===== src/design/ext_pin_int_pkg.sv =====
// Constants, register map and types shared by the external pin interrupt block
package ext_pin_int_pkg;

    // Block geometry
    localparam int unsigned N_EXT = 3;
    localparam int unsigned N_GROUP = 4;
    localparam int unsigned GROUP_W = 8;
    localparam int unsigned N_PC = 32;
    localparam int unsigned ADDR_W = 4;
    localparam int unsigned DATA_W = 8;

    // Register indices on the plain register port
    localparam logic [3:0] REG_SENSE = 4'h0;
    localparam logic [3:0] REG_ENABLE = 4'h1;
    localparam logic [3:0] REG_EXT_FLAG = 4'h2;
    localparam logic [3:0] REG_PC_CONTROL = 4'h3;
    localparam logic [3:0] REG_PC_FLAG = 4'h4;
    localparam logic [3:0] REG_PC_MASK0 = 4'h5;
    localparam logic [3:0] REG_PC_MASK3 = 4'h8;

    // Field layout
    localparam int unsigned SENSE_FIELD_W = 6;
    localparam int unsigned SENSE_SEL_W = 2;

    // Reset values
    localparam logic [5:0] SENSE_RESET = 6'h00;
    localparam logic [2:0] ENABLE_RESET = 3'h0;
    localparam logic [3:0] PC_CONTROL_RESET = 4'h0;
    localparam logic [31:0] PC_MASK_RESET = 32'h0000_0000;
    localparam logic [7:0] READ_IDLE = 8'h00;

    // Sense selector encodings
    typedef enum logic [1:0] {
        SENSE_LOW = 2'h0,
        SENSE_ANY = 2'h1,
        SENSE_FALL = 2'h2,
        SENSE_RISE = 2'h3
    } sense_t;

    // Complete register state of the top module
    typedef struct packed {
        logic [5:0] sense;
        logic [2:0] enable;
        logic [2:0] ext_flag;
        logic [3:0] pc_enable;
        logic [3:0] pc_flag;
        logic [31:0] pc_mask;
        logic [31:0] pc_prev;
        logic pc_primed;
        logic [7:0] rd_data;
    } top_state_t;

    // State of one sense unit
    typedef struct packed {
        logic primed;
        logic prev;
    } unit_state_t;

endpackage


===== src/design/ext_sense_if.sv =====
// Interface joining the top module to one external input sense unit
`timescale 1ns/100ps
`default_nettype none
interface ext_sense_if;
    import ext_pin_int_pkg::*;
    logic pin;
    sense_t sense;
    logic active;
    logic armed;
    logic trigger;
    logic level_low;
    modport unit (input pin, input sense, input active, output armed, output trigger, output level_low);
    modport ctrl (output pin, output sense, output active, input armed, input trigger, input level_low);
endinterface
`default_nettype wire


===== src/design/ext_sense_unit.sv =====
// Sense unit: edge and level detection for one external interrupt input
`timescale 1ns/100ps
`default_nettype none
module ext_sense_unit (
    input wire logic clock,
    input wire logic rst_n,
    ext_sense_if.unit port
);
    import ext_pin_int_pkg::*;

    unit_state_t s;
    unit_state_t next_s;
    logic rise;
    logic fall;

    // Edges are seen against the last level taken while the clock ran
    assign rise = s.primed & port.pin & ~s.prev;
    assign fall = s.primed & ~port.pin & s.prev;
    assign port.level_low = ~port.pin;

    always_comb begin
        case (port.sense)
            SENSE_ANY: port.armed = rise | fall;
            SENSE_FALL: port.armed = fall;
            SENSE_RISE: port.armed = rise;
            default: port.armed = 1'b0;
        endcase
    end

    // pending edge is held, only reported while running
    assign port.trigger = port.armed & port.active;

    // Reference level freezes while the I/O clock is stopped
    always_comb begin
        next_s = s;
        if (port.active) begin
            next_s.prev = port.pin;
            next_s.primed = 1'b1;
        end
    end

    always_ff @(posedge clock) begin
        if (!rst_n) begin
            s <= '0;
        end else begin
            s <= next_s;
        end
    end
endmodule
`default_nettype wire


===== src/design/external_pin_interrupts.sv =====
// External pin and pin-change interrupt controller with its registers
`timescale 1ns/100ps
`default_nettype none
module external_pin_interrupts (
    input wire logic clock,
    input wire logic rst_n,
    input wire logic [ext_pin_int_pkg::ADDR_W-1:0] addr,
    input wire logic [ext_pin_int_pkg::DATA_W-1:0] wr_data,
    input wire logic wr_en,
    input wire logic rd_en,
    output logic [ext_pin_int_pkg::DATA_W-1:0] rd_data,
    input wire logic [ext_pin_int_pkg::N_EXT-1:0] ext_irq_pins,
    input wire logic [ext_pin_int_pkg::N_PC-1:0] pin_change_inputs,
    input wire logic global_int_enable,
    input wire logic io_clk_active,
    input wire logic [ext_pin_int_pkg::N_EXT-1:0] ext_irq_ack,
    input wire logic [ext_pin_int_pkg::N_GROUP-1:0] pin_change_ack,
    output logic [ext_pin_int_pkg::N_EXT-1:0] ext_irq_request,
    output logic [ext_pin_int_pkg::N_GROUP-1:0] pin_change_group_request,
    output logic wake_request
);
    import ext_pin_int_pkg::*;

    top_state_t s;
    top_state_t next_s;

    logic [N_EXT-1:0] ext_trigger;
    logic [N_EXT-1:0] ext_armed;
    logic [N_EXT-1:0] ext_low;
    logic [N_EXT-1:0] ext_level_mode;
    logic [N_PC-1:0] pc_diff;
    logic [N_GROUP-1:0] pc_group_diff;
    logic [N_GROUP-1:0] pc_group_hit;

    // True when a selector pair asks for level sensing
    function automatic logic is_level(input logic [5:0] sense, input int unsigned n);
        is_level = (sense[SENSE_SEL_W*n +: SENSE_SEL_W] == SENSE_LOW);
    endfunction

    // Reduce a 32-bit vector into one bit per group of eight
    function automatic logic [3:0] group_any(input logic [31:0] v);
        logic [3:0] r;
        r = 4'h0;
        for (int g = 0; g < N_GROUP; g++) begin
            r[g] = |v[GROUP_W*g +: GROUP_W];
        end
        group_any = r;
    endfunction

    // True when a register write hits the given index
    function automatic logic write_hit(input logic we, input logic [3:0] a, input logic [3:0] idx);
        write_hit = we && (a == idx);
    endfunction

    ext_sense_if ext_if[N_EXT] ();

    // One sense unit per external input
    // pins are read as levels, whatever drives them
    generate
        for (genvar n = 0; n < N_EXT; n++) begin : g_ext
            assign ext_if[n].pin = ext_irq_pins[n];
            assign ext_if[n].sense = sense_t'(s.sense[SENSE_SEL_W*n +: SENSE_SEL_W]);
            assign ext_if[n].active = io_clk_active;
            assign ext_trigger[n] = ext_if[n].trigger;
            assign ext_armed[n] = ext_if[n].armed;
            assign ext_low[n] = ext_if[n].level_low;
            assign ext_level_mode[n] = is_level(s.sense, n);
            ext_sense_unit u_unit (
                .clock(clock),
                .rst_n(rst_n),
                .port(ext_if[n])
            );
        end
    endgenerate

    // Pin-change detection against the last level seen with the clock running
    // the per-pin mask gates each contribution
    assign pc_diff = (pin_change_inputs ^ s.pc_prev) & s.pc_mask & {N_PC{s.pc_primed}};
    // group 3 takes 31:24 down to group 0 on 7:0
    assign pc_group_diff = group_any(pc_diff);
    // flags only set while the I/O clock runs
    assign pc_group_hit = pc_group_diff & {N_GROUP{io_clk_active}};

    // Next-state logic for registers and flags
    always_comb begin
        next_s = s;
        next_s.rd_data = READ_IDLE;

        // Software writes to control registers
        if (wr_en) begin
            case (addr)
                // three selector pairs in the low six bits
                REG_SENSE: next_s.sense = wr_data[SENSE_FIELD_W-1:0];
                REG_ENABLE: next_s.enable = wr_data[N_EXT-1:0];
                REG_PC_CONTROL: next_s.pc_enable = wr_data[N_GROUP-1:0];
                default: begin
                    if (addr >= REG_PC_MASK0 && addr <= REG_PC_MASK3) begin
                        next_s.pc_mask[GROUP_W*(addr - REG_PC_MASK0) +: GROUP_W] = wr_data;
                    end
                end
            endcase
        end

        // external flags: a trigger outranks a clear in the same cycle
        for (int n = 0; n < N_EXT; n++) begin
            if (is_level(next_s.sense, n)) begin
                next_s.ext_flag[n] = 1'b0;
            end else if (ext_trigger[n]) begin
                next_s.ext_flag[n] = 1'b1;
            end else if (ext_irq_ack[n] || (write_hit(wr_en, addr, REG_EXT_FLAG) && wr_data[n])) begin
                next_s.ext_flag[n] = 1'b0;
            end
        end

        // group flags: a change outranks a clear in the same cycle
        for (int g = 0; g < N_GROUP; g++) begin
            if (pc_group_hit[g]) begin
                next_s.pc_flag[g] = 1'b1;
            end else if (pin_change_ack[g] || (write_hit(wr_en, addr, REG_PC_FLAG) && wr_data[g])) begin
                next_s.pc_flag[g] = 1'b0;
            end
        end

        // reference level freezes while stopped, so a pin that returns leaves no change
        if (io_clk_active) begin
            next_s.pc_prev = pin_change_inputs;
            next_s.pc_primed = 1'b1;
        end

        // Read data for the following cycle only
        if (rd_en) begin
            case (addr)
                // top two bits of the sense register read zero
                REG_SENSE: next_s.rd_data = {2'h0, s.sense};
                REG_ENABLE: next_s.rd_data = {5'h00, s.enable};
                REG_EXT_FLAG: next_s.rd_data = {5'h00, s.ext_flag};
                REG_PC_CONTROL: next_s.rd_data = {4'h0, s.pc_enable};
                REG_PC_FLAG: next_s.rd_data = {4'h0, s.pc_flag};
                default: begin
                    if (addr >= REG_PC_MASK0 && addr <= REG_PC_MASK3) begin
                        next_s.rd_data = s.pc_mask[GROUP_W*(addr - REG_PC_MASK0) +: GROUP_W];
                    end
                end
            endcase
        end
    end

    // State register; flags and controls come up cleared
    always_ff @(posedge clock) begin
        if (!rst_n) begin
            s.sense <= SENSE_RESET;
            s.enable <= ENABLE_RESET;
            s.ext_flag <= 3'h0;
            s.pc_enable <= PC_CONTROL_RESET;
            s.pc_flag <= 4'h0;
            s.pc_mask <= PC_MASK_RESET;
            s.pc_prev <= 32'h0000_0000;
            s.pc_primed <= 1'b0;
            s.rd_data <= READ_IDLE;
        end else begin
            s <= next_s;
        end
    end

    assign rd_data = s.rd_data;

    // Requests to the core
    // global enable and per-input mask must both be set
    // level mode requests straight from the pin while it stays low and the I/O clock runs
    // a level gone before the clock returns leaves no request
    always_comb begin
        for (int n = 0; n < N_EXT; n++) begin
            ext_irq_request[n] = global_int_enable && s.enable[n] &&
                (ext_level_mode[n] ? (ext_low[n] && io_clk_active) : s.ext_flag[n]);
        end
    end

    // group request needs its flag, its enable and the global enable
    assign pin_change_group_request = s.pc_flag & s.pc_enable & {N_GROUP{global_int_enable}};

    // pin-change wake is combinational, so it works with the clock stopped
    // enabled low levels and held edges also wake; no core enable needed for wake
    assign wake_request = !io_clk_active &&
        (|(pc_group_diff & s.pc_enable) ||
         |(s.enable & ext_level_mode & ext_low) ||
         |(s.enable & ~ext_level_mode & ext_armed));
endmodule
`default_nettype wire


===== config.mk =====
export PLATFORM = sky130hd
export DESIGN_NAME = external_pin_interrupts
export DESIGN_NICKNAME = d
export VERILOG_FILES = /design/src/design/ext_pin_int_pkg.sv /design/src/design/ext_sense_if.sv /design/src/design/ext_sense_unit.sv /design/src/design/external_pin_interrupts.sv
export SDC_FILE = /design/constraint.sdc
export NUM_CORES = 1
export LEC_CHECK = 0
export BUFFER_PORTS_ARGS = -buffer_cell sky130_fd_sc_hd__buf_2
export CORE_MARGIN = 2
export CORE_UTILIZATION = 52
export CTS_BUF_LIST = sky130_fd_sc_hd__clkbuf_16
export CTS_CLUSTER_DIAMETER = 120
export CTS_CLUSTER_SIZE = 40
export DETAILED_ROUTE_END_ITERATION = 16
export GPL_TIMING_DRIVEN = 0
export PLACE_DENSITY = 0.76
export SLEW_MARGIN = 20
export SYNTH_ARGS = -nofsm -noshare
export SYNTH_HDL_FRONTEND = slang
export SYNTH_HIERARCHICAL = 1
export SYNTH_SLANG_ARGS = --single-unit

===== constraint.sdc =====
create_clock -name clock -period 3.35 [get_ports clock]
set_input_delay 0.5025 -clock clock [delete_from_list [all_inputs] [get_ports clock]]
set_output_delay 0.5025 -clock clock [all_outputs]
set_load 0.05 [all_outputs]

== After elaboration in Yosys (flattened, before gate mapping) ==
Index checks and enable logic that the tools add are counted.
Word-level totals
  output and inout port bits: 16
  input bits: 60
  logic and storage cells: 160
  flip-flop bits (word level): 96
Operators by class
  order comparisons: 2
  eq/ne operators: 13
  reduce and logical (&&, ||, !) cells: 59
  add/subtract/negate cells: 2
  shift-type cells: 3
  bitwise gates (word level): 38
  mux-type cells: 26
Operators by type and width (count)
  32-bit AND: 2
  8-bit one-hot mux with 5 select lines: 1
  32-bit negator with 34-bit output: 1
  8-bit by 34-bit variable shift with 32-bit output, first input constant: 1
  8-bit by 34-bit variable part select with 32-bit output: 1
  32-bit by 33-bit variable part select with 8-bit output: 1
  32-bit bitwise mux: 1
  8-bit OR reduction: 4
  32-bit bitwise XOR: 1
  1-bit logical AND: 20
  1-bit two-way mux: 17
  4-bit AND: 4
  1-bit AND: 15
  2-bit nonzero test: 7
  3-bit AND: 4
  2-bit equality test, second input constant: 6
  2-bit logical NOT: 6
  1-bit logical OR: 9
  9-bit two-way mux: 1
  1-bit one-hot mux with 3 select lines: 3
  3-bit OR reduction: 3
  4-bit by 2-bit equality test with 1-bit output, second input constant: 2
  8-bit two-way mux: 1
  1-bit inverter: 8
  other kinds (16): 24

== Logic depth before layout (Yosys ltp) ==
Gate-level depths: netlist of run 1.
  depth in word-level cells: 9
  gate-level depth with buffers: 17
  depth with buffers taken out: 15

== Modules after synthesis ==
The synthesis of run 1 kept the hierarchy.
Modules (own cells, without submodules)
  external_pin_interrupts: cells an instance 532, instances 1, sequential area each 1861.8 um2, area an instance 5033.6 um2
  ext_sense_unit: cells an instance 14, instances 3, sequential area each 40.0 um2, area an instance 131.4 um2

== Least setup slack after synthesis of run 1 ==
No wires, ideal clock.
  path type: input -> register
  from: input port addr[0] in the netlist's numbering
  to: register s[49] in the netlist's numbering
  arrival time: 3.324 ns
  buffers on the path: 3
  library setup time: 0.072 ns
  path slack: -0.045 ns
  stages on the path: 13
  data required time: 3.278 ns
  cells stage by stage: inv_1 ha_1 buf_4 clkbuf_1 o21ai_0 nand3_1 ha_1 nor4b_1 nand4b_4 or3_4 nor3b_1 buf_4 mux2i_1
Between the ends
  word-level cells in the longest chain between the ends: 4
  elaborated cells between the ends (all ways): 14
  those cells by class: 2 x add/sub; 2 x order compare; 2 x eq/ne; 2 x shift; 1 x mux; 1 x bitwise; 4 x reduce/logical
Ends and longest elaborated chain
  from (decl): line external_pin_interrupts.sv:7  | input wire logic [ext_pin_int_pkg::ADDR_W-1:0] addr,
  4-bit by 3-bit subtractor with 5-bit output (tied with other cells): line external_pin_interrupts.sv:98  | next_s.pc_mask[GROUP_W*(addr - REG_PC_MASK0) +: GROUP_W] = wr_data;
  32-bit negator with 34-bit output / 3-bit OR reduction (equally long branches)
  8-bit by 34-bit variable part select with 32-bit output (tied with other cells): line external_pin_interrupts.sv:98
  32-bit bitwise mux / 3-bit AND reduction (equally long branches)
  to (signal assigned): line external_pin_interrupts.sv:161  | s <= next_s;
  to (decl): line external_pin_interrupts.sv:24  | top_state_t s;
Several ways; a longest one is shown, not always the timed one.
A chain may end at the register's enable or synchronous reset.

== Worst setup path after layout of run 1 ==
  from: input port addr[0] in the netlist's numbering
  to: register s[51] in the netlist's numbering
Same word-level chain as after synthesis.

==> metrics.cfg, run 1 <==
[finish]
synthToLayoutAreaGrowth_pct=16.7
multi_input_area_um2=3220
fillers=896
final-seq-area_um2=1980
fin_nets=726
insertedDiodeCount=0
fin_area_um2=6340
drive_above_1_share=0.209

[power_and_ir_drop]
p_per_area_nw_per_um2=404
netSwitchingFraction=0.270
p_int_mw=1.87
p_switching_uw=691
p_leak_nw=2.48
p_comb_frac=0.128
clkPwrFrac=0.391
ir_drop_mv=0.280
pwr-share-seq=0.481
total_power_mw=2.56

[global_routing]
grt_util_all_layers=0.261
grt_remaining_overflow=0
met1_usage=0.325
grt_use_met2=0.454
antenna_found_initial=0
use_met3=0.0423
grt_pass1_vias=4514
grt_pass1_wl_um=22900
grt_max_degree=20
top_usage_layer=met2

[drt]
drcViolationCount=0
wl_um=14300
antenna_left=0
drt-initial-drc-count=331
viasPerCell=5.75
firstDrtPassIters=5
wl_per_cell_um=18.0
vias=4578

[yosys]
synth_nets=645
ys_warn_count=6
async_flop_share=0
synth_enable_flop_cells=0
synth.cell_area_um2=5430
syn-instance-count=574
synth_ff_type=dfxtp_1
syn_avg_cell_area_um2=9.46
ys_ff_latch=99
yosysSeqAreaShare=0.365
synth_cell_types=54

[place]
dpl_cell_area_um2=5960
gp_congestion=0.945
io_buffer_count=70
hpwl_um=10800

[sta]
drv_slew=0
worstMarginPinSlew_ps=821
setup_viol=0
finalHoldViolCount=0
slew_headroom=0.448
min_period_ps=3190
final.setup_skew_ps=9.21
fin_crit_sh=0.951
fmax_mhz=314

[clocking]
cts.sinks=99
clk_latency_ps=340
cts_tree=done
clk_pin_slew_ps=80
cts-root-buf=clkbuf_16
clockBufferDepth=2
htree_num_levels=3
numCtsBuffers=9

[die]
die_w_um=106
rows=37
num_io_pins=76
initial_core_util=0.531
fp.coreArea_um2=10200
die_y_um=106
dieArea_um2=11300

[setup_path]
cp.required_ps=3620
startpoint_type=input port
path_max_fanout=10
arrival_ps=3450
worstSetupEndpointType=register
ff2ff_path_depth=6
critical_path_class=in -> reg

[worst_hold_path]
hold_path.class=in -> reg
min_path_cells=3

[job]
maxCapViolCount=0

[run_status]
status=completed

-- synth_stat cells (all sizes together) (2+ instances only) --
master	n	area, um^2
o22ai	10	62.6
xor2	33	297
a211oi	3	22.5
mux2i	75	751
mux4	8	180
nor2	10	37.5
a22oi	21	158
o32ai	3	48.8
nor3	11	66.3
nor2b	61	382
o21a	4	30.0
nand3b	9	67.6
a311oi	3	26.3
ha	11	138
buf	19	124
nand3	8	40.0
a21boi	8	60.1
clkbuf	22	93.8
xnor2	5	43.8
and2	3	18.8
o21ai	15	78.8
and3	8	50.1
a31oi	4	25.0
dfxtp	99	1980
mux2	3	33.8
nand4b	7	76.3
nor3b	2	15.0
nand2	61	229
a21oi	6	30.0
nand4	4	25.0
inv	22	82.6
nand2b	5	38.8
-- final timing paths --
check | start | slack [ps] | to
worst min register to register | s[69]$_SDFFE_PN0P_ | 490 | s[69]$_SDFFE_PN0P_
worst max register to register | s[16]$_SDFFE_PN0P_ | 1860 | s[73]$_SDFFE_PN0P_
worst max-delay path | addr[0] | 160 | s[51]$_SDFFE_PN0P_
worst min-delay path | pin_change_inputs[14] | 440 | s[23]$_SDFFE_PN0P_
-- critical path, cell delays in order --
cell and delay [ps]:
buf_2 130, inv_1 90, ha_1 200, buf_4 170, buf_2 200, o21ai_2 200
nand3_1 110, ha_1 340, nor4b_4 330, nand4b_4 150, or3_4 380, nor3b_2 240
buf_6 190, mux2i_1 220
-- state kept, by name (all words and copies together), names as in the netlist --
register	count
rd_data	8
ext_if.sense	6
g_ext.u_unit/s	6
s	79
-- cells in the final DEF (no fill, tap or decap), drive strengths merged, types with 15 or more instances in the layout --
cell    count
dfxtp      99
buf        90
mux2i      75
nor2b      61
nand2      61
xor2       33
clkbuf     30
inv        25
a22oi      21
o21ai      15
-- layer usage --
metal  vias to the layer above  part of all wire
li1                       2166                 -
met1                      2223              0.42
met2                       154              0.49
met3                        35             0.059
met4                         0             0.030
met5                         -                 0
-- power groups by stage --
stage | Clock [mW] | Sequential [mW] | Combinational (mW)
after floorplan | 0 | 1.25 | 0.201
after global placement | 0 | 1.26 | 0.301
after detailed placement | 0 | 1.26 | 0.308
after CTS | 1.01 | 1.23 | 0.314
after global routing | 1.05 | 1.24 | 0.358
final | 0.999 | 1.23 | 0.327
-- final cells by class --
type,instances,area share
Timing Repair Buffer,71,0.0585
Tap cell,136,0.0269
Multi-Input combinational cell,412,0.509
Inverter,22,0.0130
Clock inverter,7,0.00948
Clock buffer,9,0.0355
Buffer,40,0.0352
Sequential cell,99,0.313
-- logic make-up (layout without fill, tap and decap cells) --
| group | count (synthesis) | count (layout) | synth area share |
|---|---|---|---|
| muxes | 86 | 86 | 0.178 |
| AOI/OAI and AO/OA | 82 | 82 | 0.108 |
| DFF | 99 | 99 | 0.365 |
| adders and majority gates | 11 | 11 | 0.0254 |
| xor gates and xnor gates | 38 | 38 | 0.0627 |
| and+or+nand+nor | 195 | 195 | 0.205 |
| buffers and inverters | 63 | 149 | 0.0553 |
-- through the flow --
stage	hold slack [ps]	TNS [ps]	cells	worst slack (ps)	util
after floorplan	444	0	574	23.6	-
after global placement	468	-12240	780	-489	0.583
after detailed placement	473	-15180	780	-597	0.583
after CTS	434	0	795	9.91	0.612
after global routing	467	-11.8	796	-7.17	0.619
final	444	0	796	163	0.619
-- timing repair --
action,4_1_cts,5_1_grt
buffers inserted,0,1
pin swaps,0,3
hold buffers,0,0
setup endpoints to repair,24,32
gates resized for setup,6,9
hold endpoints to repair,0,0
Power figures use the tool's default switching activity.
==> run 2, diff against run 1 <==
PLACE_DENSITY = 0.77   (was 0.76)
SYNTH_HIERARCHICAL = unset   (was 1)
==> metrics.cfg, run 2 <==
[sta]
slew_headroom=0.266  ; -0.182
fmax_mhz=309  ; -1.6%
finalHoldViolCount=0  ; unchanged
setup_ws_ps=111  ; -51.3 ps
drv_slew=0  ; unchanged
min_period_ps=3240  ; +51.3 ps
worstMarginPinSlew_ps=1090  ; +270 ps
fin_crit_sh=0.967  ; +0.0153
final.setup_skew_ps=9.94  ; +0.735 ps
setup_viol=0  ; unchanged

[clocking]
htree_num_levels=3  ; unchanged
numCtsBuffers=9  ; unchanged
cts.sinks=96  ; -3.0%
postCtsHoldBufs=0  ; unchanged
cts_tree=done
cts-root-buf=clkbuf_16
clockBufferDepth=2  ; unchanged
clk_pin_slew_ps=70  ; about the same
clk_latency_ps=350  ; about the same

[die]
dieArea_um2=10800  ; -3.9%
rows=36  ; -2.7%
num_io_pins=76  ; unchanged
die_y_um=104  ; -2.0%
initial_core_util=0.535  ; +0.00460
die_w_um=104  ; -2.0%
fp.coreArea_um2=9730  ; -4.9%

[place]
post-place-ws_ps=-562  ; +34.5 ps
io_buffer_count=68  ; -2.9%
hpwl_um=11200  ; +4.1%
gp_congestion=0.967  ; +2.4%
dp.cells=782  ; +0.26%
dpl_cell_area_um2=5710  ; -4.1%

[job]
maxCapViolCount=0  ; unchanged

[drt]
wl_um=15100  ; +5.1%
antenna_left=0  ; unchanged
wl_per_cell_um=18.7  ; +3.9%
vias=4854  ; +6.0%
drt-initial-drc-count=545  ; +65%
drcViolationCount=0  ; unchanged
firstDrtPassIters=6  ; +1
viasPerCell=6.03  ; +4.8%

[yosys]
netlist_top_cells_count=dfxtp_1 (96), mux2i_1 (59), nor2_1 (53), nand2_1 (47), a21oi_1 (41)
synthTopCellsByArea=dfxtp_1 (37%), mux2i_1 (11%), xor2_1 (5.6%)
synth_ff_type=dfxtp_1
yosysSeqAreaShare=0.369  ; +0.00400
ys_ff_latch=96  ; -3.0%
synth_cell_types=46  ; -15%
yosysMostFrequentCell=dfxtp_1
ys_warn_count=0  ; -6
synth_enable_flop_cells=0  ; unchanged
synth.cell_area_um2=5210  ; -4.1%
synth_top_area_share=0.369  ; +0.00400
synth_nets=653  ; +1.2%
async_flop_share=0  ; unchanged
yosys.area.top_type=dfxtp_1
syn-instance-count=581  ; +1.2%
syn_avg_cell_area_um2=8.96  ; -5.2%

[setup_path]
startpoint_type=input port
critical_path_class=in -> reg
r2r_end=s[83]$_SDFFE_PP0P_
cp.required_ps=3580  ; -40 ps
crit_start=addr[0]
rrSetupSlack_ps=1730  ; -130 ps
arrival_ps=3470  ; +20 ps
path_max_fanout=8  ; -2
worstSetupEndpointType=register
r2r_start=ext_if[2].sense[0]$_SDFF_PN0_
ff2ff_path_depth=5  ; -1
crit_end=s[60]$_SDFFE_PN0P_

[power_and_ir_drop]
clkPwrFrac=0.417  ; +0.026
ir_drop_mv=0.240  ; -14%
p_int_mw=1.95  ; +4.7%
p_per_area_nw_per_um2=429  ; +6.1%
pwr-share-seq=0.451  ; -0.030
p_comb_frac=0.132  ; +0.004
p_leak_nw=2.51  ; +1.5%
netSwitchingFraction=0.259  ; -0.0111
p_switching_uw=683  ; -1.2%
total_power_mw=2.64  ; +3.1%

[finish]
final-seq-area_um2=1920  ; -3.0%
final_cell_mix=dfxtp_1 (96), buf_2 (69), mux2i_1 (59), nor2_1 (53), nand2_1 (46)
fin_area_um2=6150  ; -2.9%
fin_nets=739  ; +1.8%
final_common_cell=dfxtp_1
top_regs=s: 78 flops, rd_data: 8 flops, ext_if.sense: 6 flops
multi_input_area_um2=3050  ; -5.4%
synthToLayoutAreaGrowth_pct=18.2
stdcell_count=805  ; +1.1%
insertedDiodeCount=0  ; unchanged
top_register=s
drive_above_1_share=0.198  ; -0.0112
fillers=857  ; -4.4%
largest_register_ffs=78  ; -1.3%

[global_routing]
grt_pass1_vias=4652  ; +3.1%
antenna_found_initial=0  ; unchanged
grt_pass1_wl_um=24100  ; +5.4%
grt_remaining_overflow=0  ; unchanged
grt_max_degree=17  ; -15%
grt_util_all_layers=0.280  ; +0.0194

[run_status]
status=completed

[worst_hold_path]
hold_path.class=in -> reg

-- run 2: changes by cell type in the layout (fill, tap and decap cells not counted), sizes merged, moves of 7 or more --
| cell | change |
|---|---|
| a21oi | +35 |
| clkbuf | +11 |
| inv | -17 |
| mux2i | -16 |
| nand2 | -14 |
| nand3 | +20 |
| nand4 | +11 |
| nand4b | -7 |
| nor2 | +43 |
| nor2b | -58 |
| o22ai | -10 |
| o31ai | +9 |
-- run 2: power by group through the flow --
stage | clock network [mW] | registers, mW | logic, mW
after floorplan | 0 | 1.21 | 0.217
after global routing | 1.15 | 1.19 | 0.380
after detailed placement | 0 | 1.21 | 0.329
final | 1.10 | 1.19 | 0.348
after CTS | 1.11 | 1.19 | 0.332
after global placement | 0 | 1.21 | 0.320
-- run 2: layout make-up --
type,count,share of cell area
Buffer,51,0.0419
Clock buffer,9,0.0366
Clock inverter,7,0.0152
Inverter,7,0.00468
Multi-Input combinational cell,426,0.495
Sequential cell,96,0.312
Tap cell,133,0.0270
Timing Repair Buffer,76,0.0671
-- run 2: cells by family after synthesis --
| logic type | count (synthesis) | synth area share |
|---|---|---|
| mux | 67 | 0.148 |
| fa+ha+maj | 12 | 0.0288 |
| xor+xnor | 41 | 0.0719 |
| buf+inv | 59 | 0.0534 |
| flops | 96 | 0.369 |
| simple gates | 193 | 0.187 |
| compound gates | 113 | 0.141 |
-- run 2: through the flow --
step                TNS (ps)  hold WS, ps   util
floorplan                  0          445      -
global placement       -8130          464  0.587
detailed placement    -11790          475  0.587
CTS                        0          418  0.625
global route            -138          439  0.633
finish                     0          411  0.633
-- run 2: worst min-delay path by stage --
stage | startpoint | to | slack (ps) | cells past startpoint
after global placement | s[63]$_SDFFE_PN0P_ | s[63]$_SDFFE_PN0P_ | 460 | 2
after global routing | pin_change_inputs[23] | s[32]$_SDFFE_PN0P_ | 440 | 3
final | pin_change_inputs[31] | s[40]$_SDFFE_PN0P_ | 410 | 3
after CTS | pin_change_inputs[1] | s[10]$_SDFFE_PN0P_ | 420 | 3
after detailed placement | s[66]$_SDFFE_PN0P_ | s[66]$_SDFFE_PN0P_ | 480 | 2
after floorplan | s[65]$_SDFFE_PN0P_ | s[65]$_SDFFE_PN0P_ | 440 | 2
-- run 2: per-layer routing --
layer,part of all wire,GRT usage
met1,0.42,0.389
met3,0.094,0.0395
met4,0.033,0.116
met5,0,0
met2,0.45,0.439
-- run 2: worst max-delay path, stage by stage --
cell and delay, ps:
buf_2 130, buf_6 130, inv_2 70, ha_1 190
buf_2 170, nand2b_2 230, o21ai_2 200, nand3_2 140
ha_4 310, nor4bb_2 240, and4b_2 300, nand4_4 100
or4_4 450, buf_6 170, mux2i_1 120
-- run 2: what timing repair did --
action,in CTS,in global routing
resized for setup,3,12
pin swaps,2,4
hold endpoints to repair,0,0
gates cloned,0,0
setup buffers,4,4
endpoints found under the setup margin,16,24
==> run 3, diff against run 2 <==
CELL_PAD_IN_SITES_DETAIL_PLACEMENT = 1   (was unset)
CELL_PAD_IN_SITES_GLOBAL_PLACEMENT = 1   (was unset)
CORE_UTILIZATION = 39   (was 52)
PLACE_DENSITY = unset   (was 0.77)
PLACE_DENSITY_LB_ADDON = 0.1   (was unset)
==> metrics.cfg, run 3 (synthesis gave the netlist of run 2 again) <==
[finish]
top_regs=s: 78 flops, rd_data: 8 flops, ext_if.sense: 6 flops
fillers=1574  ; +84%
top_register=s
fin_nets=736  ; -0.41%
final_cell_mix=dfxtp_1 (96), buf_2 (70), mux2i_1 (59), nor2_1 (53), nand2_1 (47)
final_common_cell=dfxtp_1
largest_register_ffs=78  ; unchanged
insertedDiodeCount=0  ; unchanged
post-route-util=0.466  ; -0.167
drive_above_1_share=0.182  ; -0.0156
fin_area_um2=6120  ; -0.59%
synthToLayoutAreaGrowth_pct=17.5

[power_and_ir_drop]
p_leak_nw=2.48  ; -1.2%
p_per_area_nw_per_um2=407  ; -5.0%
total_power_mw=2.49  ; -5.6%
ir_drop_mv=0.176  ; -27%

[drt]
firstDrtPassIters=5  ; -1
drt-initial-drc-count=210  ; -61%
wl_um=16200  ; +7.7%
antenna_left=0  ; unchanged
vias=4674  ; -3.7%
wl_per_cell_um=19.2  ; +2.6%
viasPerCell=5.53  ; -8.3%
drcViolationCount=0  ; unchanged

[die]
initial_core_util=0.396  ; -0.139
num_io_pins=76  ; unchanged
dieArea_um2=14300  ; +32%
die_y_um=120  ; +15%
rows=42  ; +17%
die_w_um=120  ; +15%
fp.coreArea_um2=13100  ; +35%

[setup_path]
arrival_ps=3450  ; -20 ps
worstSetupEndpointType=register
path_max_fanout=8  ; unchanged
rrSetupSlack_ps=1700  ; -30 ps
cp.required_ps=3590  ; about the same
path_buf_inv=5  ; unchanged
max_stage_delay_ps=450  ; about the same
critical_path_class=in -> reg
cp_slowest_cell=or4_4
startpoint_type=input port
cpLargestDelayFamily=simple AND/OR/NAND/NOR gates
crit_chain=buf_2 -> buf_8 -> inv_2 -> ha_1 -> buf_2 -> nand3b_1 -> o21ai_4 -> nand3_1 -> ha_1 -> nor4bb_1 -> and4b_2 -> nand4_4 -> or4_4 -> buf_6 -> mux2i_1

[job]
maxCapViolCount=0  ; unchanged

[clocking]
clk_pin_slew_ps=70  ; about the same
clk_latency_ps=350  ; about the same
clockBufferDepth=2  ; unchanged
cts-root-buf=clkbuf_16
htree_num_levels=3  ; unchanged
cts.sinks=96  ; unchanged
cts_tree=done
numCtsBuffers=9  ; unchanged

[run_status]
status=completed

[sta]
worstMarginPinSlew_ps=899  ; -192 ps
setup_ws_ps=138  ; +27.1 ps
finalHoldViolCount=0  ; unchanged
final.setup_skew_ps=9.56  ; -0.381 ps
drv_slew=0  ; unchanged
slew_headroom=0.396  ; +0.129
tns_ps=0  ; unchanged
fin_crit_sh=0.959  ; -0.00810
min_period_ps=3210  ; -27.1 ps
fmax_mhz=311  ; +0.84%
setup_viol=0  ; unchanged
rsz0062_at_grt=no

[place]
dpl_cell_area_um2=5770  ; +0.94%
gp_congestion=0.841  ; -13%
post-place-ws_ps=-658  ; -95.7 ps
io_buffer_count=68  ; unchanged
hpwl_um=12600  ; +13%

[global_routing]
grt_max_degree=16  ; -1
grt_util_all_layers=0.235  ; -0.0451
grt_pass1_vias=4771  ; +2.6%
grt_pass1_wl_um=25900  ; +7.3%
antenna_found_initial=0  ; unchanged
grt_remaining_overflow=0  ; unchanged

[worst_hold_path]
hold_path.class=in -> reg

run 3: cell count changes in the layout (fill, tap and decap cells not counted), sizes merged:
| cell | previous run | this run |
|---|---|---|
| inv | 8 | 11 |
| buf | 95 | 93 |
| bufinv | 2 | 0 |
| clkbuf | 41 | 40 |
| clkinv | 3 | 2 |
run 3: path summary, 6_finish.rpt:
check,startpoint,to,cells after the start
setup / recovery,addr[0],s[59]$_SDFFE_PN0P_,15
hold / removal,pin_change_inputs[22],s[31]$_SDFFE_PN0P_,3
setup reg to reg,ext_if[1].sense[1]$_SDFF_PN0_,s[82]$_SDFFE_PP0P_,5
hold reg to reg,s[50]$_SDFFE_PN0P_,s[50]$_SDFFE_PN0P_,2
run 3: timing repair:
| item | CTS | global route |
|---|---|---|
| pin swaps | 2 | 4 |
| setup buffers | 2 | 3 |
| hold buffers | 0 | 0 |
| resized for setup | 2 | 10 |
| endpoints found under the setup margin | 16 | 32 |
run 3: per-stage QoR:
step                      hold WS [ps]  std cells
after floorplan                    445        581
after global routing               429        845
after global placement             477        825
after CTS                          404        843
final                              411        845
after detailed placement           484        825
run 3: cell type report:
cell class                      instances  area [um^2]  share of cell area
Inverter                                7         28.8             0.00470
Tap cell                              176          220              0.0360
Multi-Input combinational cell        426         3030               0.496
Timing Repair Buffer                   73          390              0.0638
Buffer                                 51          258              0.0421
Clock buffer                            9          225              0.0368
Clock inverter                          7         40.0             0.00654
Sequential cell                        96         1920               0.314
run 3: routing by layer:
metal,global-route usage,vias up,wire length [um]
met5,0,-,0
met4,0.101,0,306
met3,0.0242,16,683
met2,0.396,95,8010
met1,0.308,2308,7240
li1,-,2255,-
run 3: power by group:
part	switching [mW]	internal, mW	total [mW]	leakage, nW
Sequential	0.0196	1.17	1.19	0.781
Clock	0.456	0.497	0.953	0.137
Combinational	0.220	0.129	0.349	1.57
Total	0.695	1.80	2.49	2.48
run 3: worst register-to-register path, cell delays in order (launching register included):
cell and delay [ps]:
dfxtp_1 310, clkbuf_1 310, xnor2_1 150, o21ai_0 240, a31oi_1 120, a2111oi_0 410
